`config.mk`:
```
export PLATFORM = sky130hd
export DESIGN_NAME = reset_source_and_watchdog
export DESIGN_NICKNAME = d
export VERILOG_FILES = /design/src/reset_watchdog_pkg.sv /design/src/pin_sync.sv /design/src/reset_source_and_watchdog.sv
export SDC_FILE = /design/constraint.sdc
export NUM_CORES = 1
export LEC_CHECK = 0
export BUFFER_PORTS_ARGS = -buffer_cell sky130_fd_sc_hd__buf_2
export CAP_MARGIN = 5
export CORE_ASPECT_RATIO = 0.6
export CORE_MARGIN = 1
export CORE_UTILIZATION = 31
export CTS_BUF_LIST = sky130_fd_sc_hd__clkbuf_16
export DETAILED_ROUTE_END_ITERATION = 12
export HOLD_SLACK_MARGIN = 0.1
export MAX_ROUTING_LAYER = met4
export PLACE_DENSITY = 0.56
export SKIP_CTS_REPAIR_TIMING = 1
export SLEW_MARGIN = 40
export SYNTH_ARGS = -nofsm -noshare
export SYNTH_HDL_FRONTEND = slang
export SYNTH_SLANG_ARGS = --single-unit
```
`constraint.sdc`:
```
create_clock -name clk_sys -period 3.65 [get_ports clk_sys]
set_clock_uncertainty 0.2 [all_clocks]
set_input_delay 0.73 -clock clk_sys [delete_from_list [all_inputs] [get_ports clk_sys]]
set_output_delay 0.73 -clock clk_sys [all_outputs]
set_load 0.005 [all_outputs]
```
`src/reset_watchdog_pkg.sv`:
```
// constants, carrier types and helpers for the reset source and watchdog block
package reset_watchdog_pkg;

  // timing
  localparam int unsigned CLK_PERIOD_NS = 50;
  localparam int unsigned HOLD_TIME_NS = 1000;
  localparam int unsigned HOLD_CYCLES = (HOLD_TIME_NS + CLK_PERIOD_NS - 1) / CLK_PERIOD_NS;
  localparam logic [4:0] HOLD_LAST = 5'(HOLD_CYCLES - 1);
  localparam int unsigned LOCO_FREQ_HZ = 15000;

  // watchdog
  localparam int unsigned WDT_WIDTH = 17;
  localparam logic [7:0] WDT_KEY = 8'hac;
  localparam logic [16:0] WDT_FULL = 17'h1ffff;
  localparam logic [2:0] WDT_PERIOD_MAX = 3'h7;

  // boot vector words
  localparam logic [15:0] VECTOR_LO = 16'h0000;
  localparam logic [15:0] VECTOR_HI = 16'h0001;

  // register offsets
  localparam logic [7:0] OFS_SERVICE = 8'h00;
  localparam logic [7:0] OFS_STATUS = 8'h04;
  localparam logic [7:0] OFS_MASK = 8'h08;
  localparam logic [7:0] OFS_SOFT_RESET = 8'h0c;
  localparam logic [7:0] OFS_COUNT = 8'h10;
  localparam logic [7:0] OFS_OPTION = 8'h14;
  localparam int SOFT_RESET_BIT = 0;

  // status and mask bit positions
  localparam int ST_PIN = 0;
  localparam int ST_WDT = 1;
  localparam int ST_POR = 2;
  localparam int ST_LVD_RESET = 3;
  localparam int ST_PARITY = 4;
  localparam int ST_ILLEGAL = 5;
  localparam int ST_SOFT = 6;
  localparam int ST_LVD_INT = 7;
  localparam int ST_WDT_INTERVAL = 8;
  localparam int ST_WIDTH = 9;
  localparam logic [8:0] STATUS_RESET = 9'h000;
  localparam logic [8:0] MASK_RESET = 9'h000;

  typedef enum logic [1:0] {LVD_RESET, LVD_INTERRUPT, LVD_DUAL} lvd_mode_type;
  typedef enum logic [1:0] {WIN_OPEN_50, WIN_OPEN_75, WIN_OPEN_100} window_type;

  typedef struct packed {
    logic ext_reset_n;
    logic loco_clk;
    logic por_above_rise;
    logic por_below_fall;
    logic lvd_below_high;
    logic lvd_below_low;
    logic lvd_below;
  } pin_in_type;
  localparam logic [6:0] PIN_IDLE = 7'h40;

  typedef struct packed {
    logic wdt_enable;
    logic [2:0] wdt_period;
    window_type wdt_window;
    lvd_mode_type lvd_mode;
    logic [1:0] lvd_high_sel;
    logic [1:0] lvd_low_sel;
  } option_type;
  localparam logic [11:0] OPTION_RESET = 12'h000;

  // last count before overflow: 2**(10+period) - 1
  function automatic logic [16:0] wdt_limit(logic [2:0] period);
    return WDT_FULL >> (3'(WDT_PERIOD_MAX - period));
  endfunction

  // first count at which the service window is open
  function automatic logic [16:0] window_start(logic [16:0] limit, window_type win);
    logic [16:0] start;
    start = '0;
    case (win)
      WIN_OPEN_50: start = 17'((limit >> 1) + 17'h00001);
      WIN_OPEN_75: start = 17'((limit >> 2) + 17'h00001);
      default: start = '0;
    endcase
    return start;
  endfunction

endpackage

```
`src/pin_sync.sv`:
```
// three-stage synchroniser with agreement filter for asynchronous inputs
`timescale 1ns/1ps
`default_nettype none
module pin_sync #(
  parameter int WIDTH = 7,
  parameter logic [WIDTH-1:0] INIT = '0
) (
  // clock and reset
  input wire logic clk_sys,
  input wire logic rst,
  // raw and filtered levels
  input wire logic [WIDTH-1:0] raw,
  output logic [WIDTH-1:0] clean
);
  logic [WIDTH-1:0] stage1;
  logic [WIDTH-1:0] stage2;
  logic [WIDTH-1:0] stage3;

  always_ff @(posedge clk_sys) begin
    if (rst) begin
      stage1 <= INIT;
      stage2 <= INIT;
      stage3 <= INIT;
    end else begin
      stage1 <= raw;
      stage2 <= stage1;
      stage3 <= stage2;
    end
  end

  // a bit changes only once stages two and three agree
  always_ff @(posedge clk_sys) begin
    if (rst) begin
      clean <= INIT;
    end else begin
      for (int i = 0; i < WIDTH; i++) begin
        if (stage2[i] == stage3[i]) begin
          clean[i] <= stage3[i];
        end
      end
    end
  end
endmodule
`default_nettype wire

```
`src/reset_source_and_watchdog.sv`:
```
// reset source combiner with windowed watchdog, power and voltage detection
`timescale 1ns/1ps
`default_nettype none
// Functional notes
// - 17-bit watchdog counts only when option enables
// - watchdog ticks on low-speed oscillator
// - watchdog overflow asserts internal reset
// - single-bit access to service register resets
// - service value other than ACH resets
// - service write with window closed resets
// - seven sources assert the internal reset
// - all sources equal pin reset; vector 0000H
// - power-on hold until rise, reassert below fall
// - low voltage gives reset or interrupt per mode
// - voltage detector mode and levels from options
// - voltage detection stays active in deep sleep
module reset_source_and_watchdog
  import reset_watchdog_pkg::*;
(
  // clock and reset
  input wire logic clk_sys,
  input wire logic rst,
  // register port
  input wire logic [7:0] addr,
  input wire logic [31:0] wdata,
  input wire logic wr,
  input wire logic rd,
  input wire logic bit_op,
  output logic [31:0] rdata,
  // pins and comparators
  input wire pin_in_type pin_in,
  // nonvolatile option settings
  input wire option_type option_in,
  // on-chip error sources
  input wire logic parity_error,
  input wire logic illegal_access,
  // outputs
  output logic chip_reset,
  output logic irq,
  output logic [15:0] vector_addr,
  output logic [1:0] lvd_high_sel,
  output logic [1:0] lvd_low_sel
);
  pin_in_type pin_s;
  option_type opt_q;
  logic opt_loaded;
  logic loco_prev;
  logic loco_tick;
  logic [16:0] wdt_count;
  logic [16:0] limit;
  logic window_open;
  logic svc_wr;
  logic svc_good;
  logic svc_bad;
  logic wdt_overflow;
  logic wdt_interval;
  logic wdt_runaway;
  logic por_ok;
  logic lvd_rst_cond;
  logic lvd_int_cond;
  logic lvd_int_prev;
  logic soft_req;
  logic [6:0] src;
  logic any_source;
  logic [4:0] hold_cnt;
  logic [8:0] status;
  logic [8:0] mask;
  logic [8:0] st_set;
  logic [8:0] st_clr;
  logic [8:0] next_status;

  // slow edges must pass the filter before they count
  pin_sync #(
    .WIDTH(7),
    .INIT(PIN_IDLE)
  ) u_pin_sync (
    .clk_sys(clk_sys),
    .rst(rst),
    .raw(pin_in),
    .clean(pin_s)
  );

  always_ff @(posedge clk_sys) begin
    if (rst) begin
      opt_q <= option_type'(OPTION_RESET);
      opt_loaded <= 1'b0;
    end else if (!opt_loaded) begin
      opt_q <= option_in;
      opt_loaded <= 1'b1;
    end
  end
  assign lvd_high_sel = opt_q.lvd_high_sel;
  assign lvd_low_sel = opt_q.lvd_low_sel;

  always_ff @(posedge clk_sys) begin
    if (rst) begin
      loco_prev <= 1'b0;
    end else begin
      loco_prev <= pin_s.loco_clk;
    end
  end
  assign loco_tick = pin_s.loco_clk & ~loco_prev;

  assign limit = wdt_limit(opt_q.wdt_period);
  assign window_open = wdt_count >= window_start(limit, opt_q.wdt_window);
  assign svc_wr = wr && (addr == OFS_SERVICE);
  assign svc_good = svc_wr && !bit_op && (wdata[7:0] == WDT_KEY) && window_open;
  assign svc_bad = svc_wr && !svc_good;
  // good service in the same cycle beats overflow
  assign wdt_overflow = opt_q.wdt_enable && loco_tick && (wdt_count == limit) && !svc_good;
  assign wdt_interval = opt_q.wdt_enable && loco_tick &&
                        (wdt_count == 17'(limit - (limit >> 2)));

  always_ff @(posedge clk_sys) begin
    if (rst || chip_reset || svc_good) begin
      wdt_count <= '0;
    end else if (opt_q.wdt_enable && loco_tick) begin
      if (wdt_count == limit) begin
        wdt_count <= '0;
      end else begin
        wdt_count <= 17'(wdt_count + 17'h00001);
      end
    end
  end

  always_ff @(posedge clk_sys) begin
    if (rst) begin
      wdt_runaway <= 1'b0;
    end else begin
      wdt_runaway <= svc_bad || wdt_overflow;
    end
  end

  always_ff @(posedge clk_sys) begin
    if (rst) begin
      por_ok <= 1'b0;
    end else if (pin_s.por_below_fall) begin
      por_ok <= 1'b0;
    end else if (pin_s.por_above_rise) begin
      por_ok <= 1'b1;
    end
  end

  // no sleep state gates these terms
  always_comb begin
    lvd_rst_cond = 1'b0;
    lvd_int_cond = 1'b0;
    case (opt_q.lvd_mode)
      LVD_RESET: lvd_rst_cond = pin_s.lvd_below;
      LVD_INTERRUPT: lvd_int_cond = pin_s.lvd_below;
      LVD_DUAL: begin
        lvd_rst_cond = pin_s.lvd_below_low;
        lvd_int_cond = pin_s.lvd_below_high;
      end
      default: lvd_rst_cond = pin_s.lvd_below;
    endcase
  end

  always_ff @(posedge clk_sys) begin
    if (rst) begin
      lvd_int_prev <= 1'b0;
    end else begin
      lvd_int_prev <= lvd_int_cond;
    end
  end

  always_ff @(posedge clk_sys) begin
    if (rst) begin
      soft_req <= 1'b0;
    end else begin
      soft_req <= wr && (addr == OFS_SOFT_RESET) && wdata[SOFT_RESET_BIT];
    end
  end

  // pin and detectors are relied on to cover low supply
  assign src = {soft_req, illegal_access, parity_error, lvd_rst_cond,
                !por_ok, wdt_runaway, !pin_s.ext_reset_n};
  // unloaded options also hold reset, so nothing runs on stale settings
  assign any_source = (|src) || !opt_loaded;

  // every source takes the same path
  always_ff @(posedge clk_sys) begin
    if (rst || any_source) begin
      chip_reset <= 1'b1;
      hold_cnt <= '0;
    end else if (chip_reset) begin
      if (hold_cnt == HOLD_LAST) begin
        chip_reset <= 1'b0;
      end else begin
        hold_cnt <= 5'(hold_cnt + 5'h01);
      end
    end
  end

  always_ff @(posedge clk_sys) begin
    if (rst) begin
      vector_addr <= VECTOR_LO;
    end else begin
      vector_addr <= chip_reset ? VECTOR_LO : vector_addr;
    end
  end

  // sticky status, set wins over a write-one clear
  always_comb begin
    st_set = '0;
    st_set[ST_PIN] = !pin_s.ext_reset_n;
    st_set[ST_WDT] = wdt_runaway;
    st_set[ST_POR] = !por_ok;
    st_set[ST_LVD_RESET] = lvd_rst_cond;
    st_set[ST_PARITY] = parity_error;
    st_set[ST_ILLEGAL] = illegal_access;
    st_set[ST_SOFT] = soft_req;
    st_set[ST_LVD_INT] = lvd_int_cond && !lvd_int_prev;
    st_set[ST_WDT_INTERVAL] = wdt_interval;
    st_clr = (wr && (addr == OFS_STATUS)) ? wdata[8:0] : 9'h000;
    next_status = (status & ~st_clr) | st_set;
  end

  always_ff @(posedge clk_sys) begin
    if (rst) begin
      status <= STATUS_RESET;
    end else begin
      status <= next_status;
    end
  end

  always_ff @(posedge clk_sys) begin
    if (rst) begin
      mask <= MASK_RESET;
    end else if (wr && (addr == OFS_MASK)) begin
      mask <= wdata[8:0];
    end
  end

  always_ff @(posedge clk_sys) begin
    if (rst) begin
      irq <= 1'b0;
    end else begin
      irq <= |(status & mask);
    end
  end

  // read data stands one cycle, zero otherwise
  always_ff @(posedge clk_sys) begin
    if (rst || !rd) begin
      rdata <= '0;
    end else begin
      case (addr)
        OFS_STATUS: rdata <= {23'h000000, status};
        OFS_MASK: rdata <= {23'h000000, mask};
        OFS_COUNT: rdata <= {15'h0000, wdt_count};
        OFS_OPTION: rdata <= {20'h00000, opt_q};
        default: rdata <= '0;
      endcase
    end
  end
endmodule
`default_nettype wire

```
**After elaboration in Yosys (flattened, before gate mapping)**

Cells that the tools add are included.

- Register bits after elaboration: 120
- Bits of input ports: 66
- Output and inout bits: 54
- Logic and storage cells: 105

- Add/subtract/negate cells: 6
- $lt $le $gt $ge: 1
- Equal/unequal tests: 19
- Shift-type cells: 1
- Multiplexer cells: 9
- Bitwise logic cells: 7
- Reduce and logical (&&, ||, !) cells: 33

Operators by type and width:

| operator | count |
|---|---|
| $pmux W17 S4 | 1 |
| $eq A17 B17 Y1 | 2 |
| $pmux W17 S2 | 1 |
| $and A9 B9 Y9 | 2 |
| $add A16 B1 Y17 const B | 1 |
| $add A17 B1 Y17 const B | 1 |
| $ge A17 B17 Y1 | 1 |
| $mux W17 | 1 |
| $shr A17 B3 Y17 const A | 1 |
| $sub A17 B15 Y17 | 1 |
| $add A15 B1 Y16 const B | 1 |
| $eq A8 B4 Y1 const B | 2 |
| $eq A8 B5 Y1 const B | 2 |
| $logic_and A1 B1 Y1 | 14 |
| $mux W9 | 1 |
| $not A9 Y9 | 1 |
| $or A9 B9 Y9 | 1 |
| $reduce_or A9 Y1 | 1 |
| $eq A8 B3 Y1 const B | 1 |
| $eq A8 B8 Y1 const B | 1 |
| $logic_not A8 Y1 | 1 |
| $eq A1 B1 Y1 | 7 |
| $logic_not A1 Y1 | 7 |
| $reduce_or A7 Y1 | 1 |
| 13 further kinds | 23 |

**Depth between registers and ports, before layout**

- Word-level depth: 9
- Depth in mapped cells: 15
- Mapped depth without buffers: 13

**By module**

Synthesis repeated with hierarchy kept, for this count alone.

- Cells, all modules: 570
- Area total of the unflattened synthesis: 5,092.4 um2

Modules (own cells, without submodules):

| module | times used | cells each | area an instance (um2) | seq. area each (um2) |
|---|---|---|---|---|
| reset_source_and_watchdog | 1 | 498 | 4,279.1 | 1,541.5 |
| pin_sync | 1 | 72 | 813.3 | 560.5 |

**Worst setup path after synthesis**

OpenSTA, ideal clock, no wires.

- Path kind: register -> register
- From: register opt_q[8] (netlist bit)
- To: register wdt_count[12]
- Library setup time: 0.121 ns
- Data arrival time: 3.096 ns
- Required time: 3.329 ns
- Setup slack: 0.234 ns
- Cell stages (with the launch flop): 16
- Path buffers: 2
- Clock period less this slack: 3.416 ns
- Path through: dfxtp_1 -> clkbuf_1 -> a21oi_1 -> inv_1 -> ha_1 -> inv_1 -> nor3_1 -> a22oi_1 -> or2_2 -> ha_1 -> o21ai_0 -> a221oi_1 -> a2111oi_2 -> o31ai_4 -> buf_2 -> nor3_1

- Cells in the longest elaborated chain, start to end: 7
- Elaborated cells on any way between the ends: 10
- Classes of those cells: 3 x add/sub; 1 x order compare; 1 x eq/ne; 1 x shift; 2 x mux; 2 x reduce/logical

Ends and longest elaborated chain:

| item | RTL line | RTL |
|---|---|---|
| start: declaration | reset_source_and_watchdog.sv:45 | `option_type opt_q;` |
| start signal: assignment | reset_source_and_watchdog.sv:85 | `opt_q <= option_type'(OPTION_RESET);` |
| start signal: assignment | reset_source_and_watchdog.sv:88 | `opt_q <= option_in;` |
| $sub A3 B3 Y3 (*) | reset_watchdog_pkg.sv:70 | `return WDT_FULL >> (3'(WDT_PERIOD_MAX - period));` |
| $shr A17 B3 Y17 (*) | reset_watchdog_pkg.sv:70 |  |
| $add A16 B1 Y17 / $add A15 B1 Y16 (equally long branches) | reset_watchdog_pkg.sv:78, reset_watchdog_pkg.sv:79 |  |
| $pmux W17 S2 | reset_watchdog_pkg.sv:77 | `case (win)` |
| $ge A17 B17 Y1 | reset_source_and_watchdog.sv:105 | `assign window_open = wdt_count >= window_start(limit, opt_q.wdt_window);` |
| $logic_and A1 B1 Y1 | reset_source_and_watchdog.sv:107 | `assign svc_good = svc_wr && !bit_op && (wdata[7:0] == WDT_KEY) && window_open;` |
| $logic_or A1 B1 Y1 | reset_source_and_watchdog.sv:115 | `if (rst \|\| chip_reset \|\| svc_good) begin` |
| end signal: assignment | reset_source_and_watchdog.sv:121 | `wdt_count <= 17'(wdt_count + 17'h00001);` |
| end: declaration | reset_source_and_watchdog.sv:49 | `logic [16:0] wdt_count;` |

Mark *: on every way between the ends. The rest lies on a longest branch, timed or not.
A chain may end at the register's enable or synchronous reset.

**Worst setup path after layout**

- From: register opt_q[10] (netlist bit)
- To: register wdt_count[5]

Same word-level chain as after synthesis.

==> impl_metrics.csv <==
group,metric,value,unit
finish,post_route_cells_drive_above_1_share,16.7,%
grt,global_route_wire_length_before_repair,20600,um
worst_setup_path,timing.reg2reg.worst_path_depth,14,
floorplanning,top_level_ports,120,
clock_tree,cts_inserted_buffers,9,
synthesis,syn_avg_cell_area,8.61,sq um
floorplanning,dieArea,16900,sq um
sta,final_layout_worst_hold_slack,0.214,ns
sta,fmaxAchievable,308,MHz
synthesis,async_flop_share,0,%
worst_setup_path,cp_max_fanout,17,
sta,slew_headroom,46.3,%
synthesis,number_of_synthesized_flops_with_an_enable_pin,0,
sta,hold_viol,0,
floorplanning,placement_rows,35,
synthesis,synth.largest_area_cell,"sky130_fd_sc_hd__dfxtp_1",
worst_setup_path,cpLargestDelayFamily,"compound AO/OA/AOI/OAI gates",
sta,timing_max_transition_violations_final,0,
routing,drt_wl_total,13400,um
worst_setup_path,class_of_the_most_critical_setup_path,"reg2reg",
synthesis,postSynthCellCount,590,
grt,number_of_antenna_violations_at_the_first_check_in_global_routing,0,
finish,diode_count,0,
worst_setup_path,critPathCaptureType,"register",
floorplanning,core-area,15700,sq um
power_and_ir_drop,power.density_cell_area,404,nW/um^2
sta,final.min_clock_period,3.24,ns
grt,grt_overflow_total,0,
worst_setup_path,setup.worst_path.start_class,"register",
placement,place.detailed.hpwl,10200,um
synthesis,yosysUniqueCellTypes,54,
placement,dp_slack,0.0500,ns
worst_setup_path,r2r_start,"opt_q[10]",
status,run_status,"finished, final reports clean",
synthesis,yosys_most_used_dff,"sky130_fd_sc_hd__dfxtp_1",
job,maxCapViolations,0,
sta,rsz0062_at_grt,"no",
sta,final.period_utilization,88.9,%
clock_tree,cts_tree,"built",
hold_path,holdPathStages,1,
synthesis,synthesis_warning_total,0,
sta,worstMarginPinSlew,0.805,ns
sta,worst_slack,0.407,ns
worst_setup_path,crit_path_cells,"nor2_1 > inv_1 > ha_1 > inv_1 > nor3_1 > a22oi_1 > or2_2 > ha_1 > o21ai_0 > a221oi_1 > a2111oi_4 > o31ai_4 > buf_12 > nor3_1",
floorplanning,die_width,167,um
synthesis,synthTopCellsByArea,"sky130_fd_sc_hd__dfxtp_1 41%, sky130_fd_sc_hd__buf_4 5.2%, sky130_fd_sc_hd__ha_1 4.7%",
clock_tree,ctsHtreeMaxLevel,3,
floorplanning,initial_core_util,32.4,%
clock_tree,worstSkewPairLatency,0.35,ns
grt,largest_net_degree_at_the_start_of_global_routing,39,
synthesis,synth_largest_type_area_fraction,41.4,%
floorplanning,die_y,101,um
worst_setup_path,worstReg2RegEnd,"wdt_count[5]",
sta,setup-tns-final,0,ns
finish,synthToLayoutAreaGrowth,14.1,%
clock_tree,numClockSinks,105,
hold_path,hold_start,"u_pin_sync.stage1[6]",
routing,drt_first_iter_violations,350,
power_and_ir_drop,ir_drop,0.000196,V
worst_setup_path,reg2reg_setup_slack,0.41,ns
routing,route.detailed.vias_per_inst,5.05,
clock_tree,cts.reportedPaths.clkPinSlew,0.07,ns
finish,fillCellCount,1598,
worst_setup_path,critical_path_buf_inv_count,3,
clock_tree,cts_buffer_depth,2,
clock_tree,clockRootBuffer,"sky130_fd_sc_hd__clkbuf_16",
power_and_ir_drop,power_leakage,2.25,nW
grt,via_count_of_the_first_global_routing_pass,3741,
worst_setup_path,crit_arrival,3.28,ns
routing,wire_length_per_cell_after_detailed_routing,15.7,um
routing,vias,4294,
synthesis,yosysSeqAreaShare,41.4,%
routing,final_antenna_net_count,0,
worst_setup_path,worstPathRequired,3.68,ns
power_and_ir_drop,power.total,0.00234,W
hold_path,hold_end,"u_pin_sync.stage2[6]",
sta,setup-violations-final,0,
hold_path,classification_of_the_worst_slack_hold_path,"reg2reg",
placement,gp_congestion,0.906,
finish,finish.net_count,728,
placement,port_buffers,65,
routing,number_of_optimization_iterations_in_the_first_detailed_route_pass,7,
worst_setup_path,slowest_delay,0.43,ns
synthesis,ys_ff_latch,105,
synthesis,syn_area,5080,sq um
routing,route.detailed.drc,0,
worst_setup_path,crit_slowest_cell,"sky130_fd_sc_hd__a221oi_1",
grt,grtUsageTotal,16.4,%
[cell usage after synthesis (7+ instances only)]
| master | instances |
|---|---|
| sky130_fd_sc_hd__nor2_1 | 50 |
| sky130_fd_sc_hd__and3_1 | 9 |
| sky130_fd_sc_hd__nor3_1 | 25 |
| sky130_fd_sc_hd__a21oi_1 | 41 |
| sky130_fd_sc_hd__ha_1 | 19 |
| sky130_fd_sc_hd__clkbuf_1 | 22 |
| sky130_fd_sc_hd__xnor2_1 | 17 |
| sky130_fd_sc_hd__nand3_1 | 18 |
| sky130_fd_sc_hd__o21ai_0 | 15 |
| sky130_fd_sc_hd__nand2_1 | 60 |
| sky130_fd_sc_hd__inv_1 | 16 |
| sky130_fd_sc_hd__xor2_1 | 14 |
| sky130_fd_sc_hd__dfxtp_1 | 105 |
| sky130_fd_sc_hd__a222oi_1 | 10 |
| sky130_fd_sc_hd__nor4_1 | 7 |
| sky130_fd_sc_hd__mux2i_1 | 17 |
| sky130_fd_sc_hd__nor2b_1 | 23 |
| sky130_fd_sc_hd__buf_4 | 35 |
| sky130_fd_sc_hd__or2_2 | 7 |
| sky130_fd_sc_hd__nand4_1 | 12 |
[registers in the layout, summed over array words and instances (netlist names), 2 cells and up]
signal and count:
wdt_count 17, u_pin_sync.stage1 7, status 9, u_pin_sync.stage3 7, lvd_low_sel 2, hold_cnt 5, u_pin_sync.clean 7, mask 9
rdata 17, lvd_high_sel 2, u_pin_sync.stage2 7, opt_q 8
[routing by layer]
metal  wire length (um)  track usage (%)  vias to the layer above  part of all wire, %
met4                 76             3.46                        0                 0.57
met2               5140             21.3                      162                   38
li1                   -                -                     2095                    -
met5                  0                -                        -                    0
met1               7160             25.0                     2028                   54
met3                978             3.79                        9                  7.3
[worst max-delay path by stage]
stage	start	endpoint	slack [ns]	depth (start not counted)
after global routing	opt_q[9]	wdt_count[3]	0.09	14
after global placement	opt_q[10]	wdt_count[10]	0.15	13
after floorplan	opt_q[8]	wdt_count[12]	0.23	15
after CTS	opt_q[10]	wdt_count[5]	0.04	13
final	opt_q[10]	wdt_count[5]	0.41	14
after detailed placement	opt_q[10]	wdt_count[5]	0.05	13
[logic make-up after synthesis]
| group | count (synthesis) | synth area share, % |
|---|---|---|
| compound gates | 94 | 12.1 |
| xor+xnor | 31 | 5.34 |
| buf+inv | 84 | 9.06 |
| flops | 105 | 41.4 |
| mux | 17 | 3.35 |
| other cells | 1 | 0.0738 |
| fa+ha+maj | 19 | 4.68 |
| simple gates | 239 | 24.0 |
[report_power, final]
| group | switching [W] | leakage [nW] | internal, W |
|---|---|---|---|
| logic | 0.000123 | 1.25 | 0.0000914 |
| clock network | 0.000456 | 0.142 | 0.000479 |
| registers | 0.0000242 | 0.853 | 0.00117 |
[layout by cell type, fill, tap and decap left out, types with 3 or more instances in the layout]
cell type                     n
sky130_fd_sc_hd__a21oi_1     41
sky130_fd_sc_hd__a222oi_1    10
sky130_fd_sc_hd__a22oi_1      5
sky130_fd_sc_hd__a31oi_1      3
sky130_fd_sc_hd__and2_1       4
sky130_fd_sc_hd__and3_1       9
sky130_fd_sc_hd__buf_2       65
sky130_fd_sc_hd__buf_4       14
sky130_fd_sc_hd__clkbuf_16    9
sky130_fd_sc_hd__conb_1      31
sky130_fd_sc_hd__dfxtp_1    105
sky130_fd_sc_hd__ha_1        19
sky130_fd_sc_hd__inv_1       16
sky130_fd_sc_hd__inv_6        3
sky130_fd_sc_hd__mux2i_1     17
sky130_fd_sc_hd__nand2_1     60
sky130_fd_sc_hd__nand2b_1     4
sky130_fd_sc_hd__nand3_1     18
sky130_fd_sc_hd__nand3b_1     4
sky130_fd_sc_hd__nand4_1     12
sky130_fd_sc_hd__nor2_1      50
sky130_fd_sc_hd__nor2b_1     23
sky130_fd_sc_hd__nor3_1      25
sky130_fd_sc_hd__nor4_1       7
sky130_fd_sc_hd__o21ai_0     15
sky130_fd_sc_hd__o22ai_1      4
sky130_fd_sc_hd__or2_2        7
sky130_fd_sc_hd__or3_1        5
sky130_fd_sc_hd__xnor2_1     17
sky130_fd_sc_hd__xor2_1      14
[cell type report]
| class | instances | area [sq um] | share of cell area, % |
|---|---|---|---|
| Multi-Input combinational cell | 431 | 2650 | 45.6 |
| Sequential cell | 105 | 2100 | 36.3 |
| Timing Repair Buffer | 80 | 450 | 7.77 |
| Tap cell | 203 | 254 | 4.38 |
| Clock buffer | 9 | 225 | 3.88 |
| Clock inverter | 7 | 61.3 | 1.06 |
| Inverter | 16 | 60.1 | 1.04 |
[per-stage QoR]
step / utilization [%] / area (sq um) / cells
6_report: 37.0 / 5800 / 851
3_5_place_dp: 34.9 / 5480 / 834
2_1_floorplan: - / 5190 / 620
4_1_cts: 36.8 / 5770 / 850
3_3_place_gp: 34.9 / 5480 / 834
5_1_grt: 37.0 / 5800 / 851
Power figures use the tool's default switching activity.
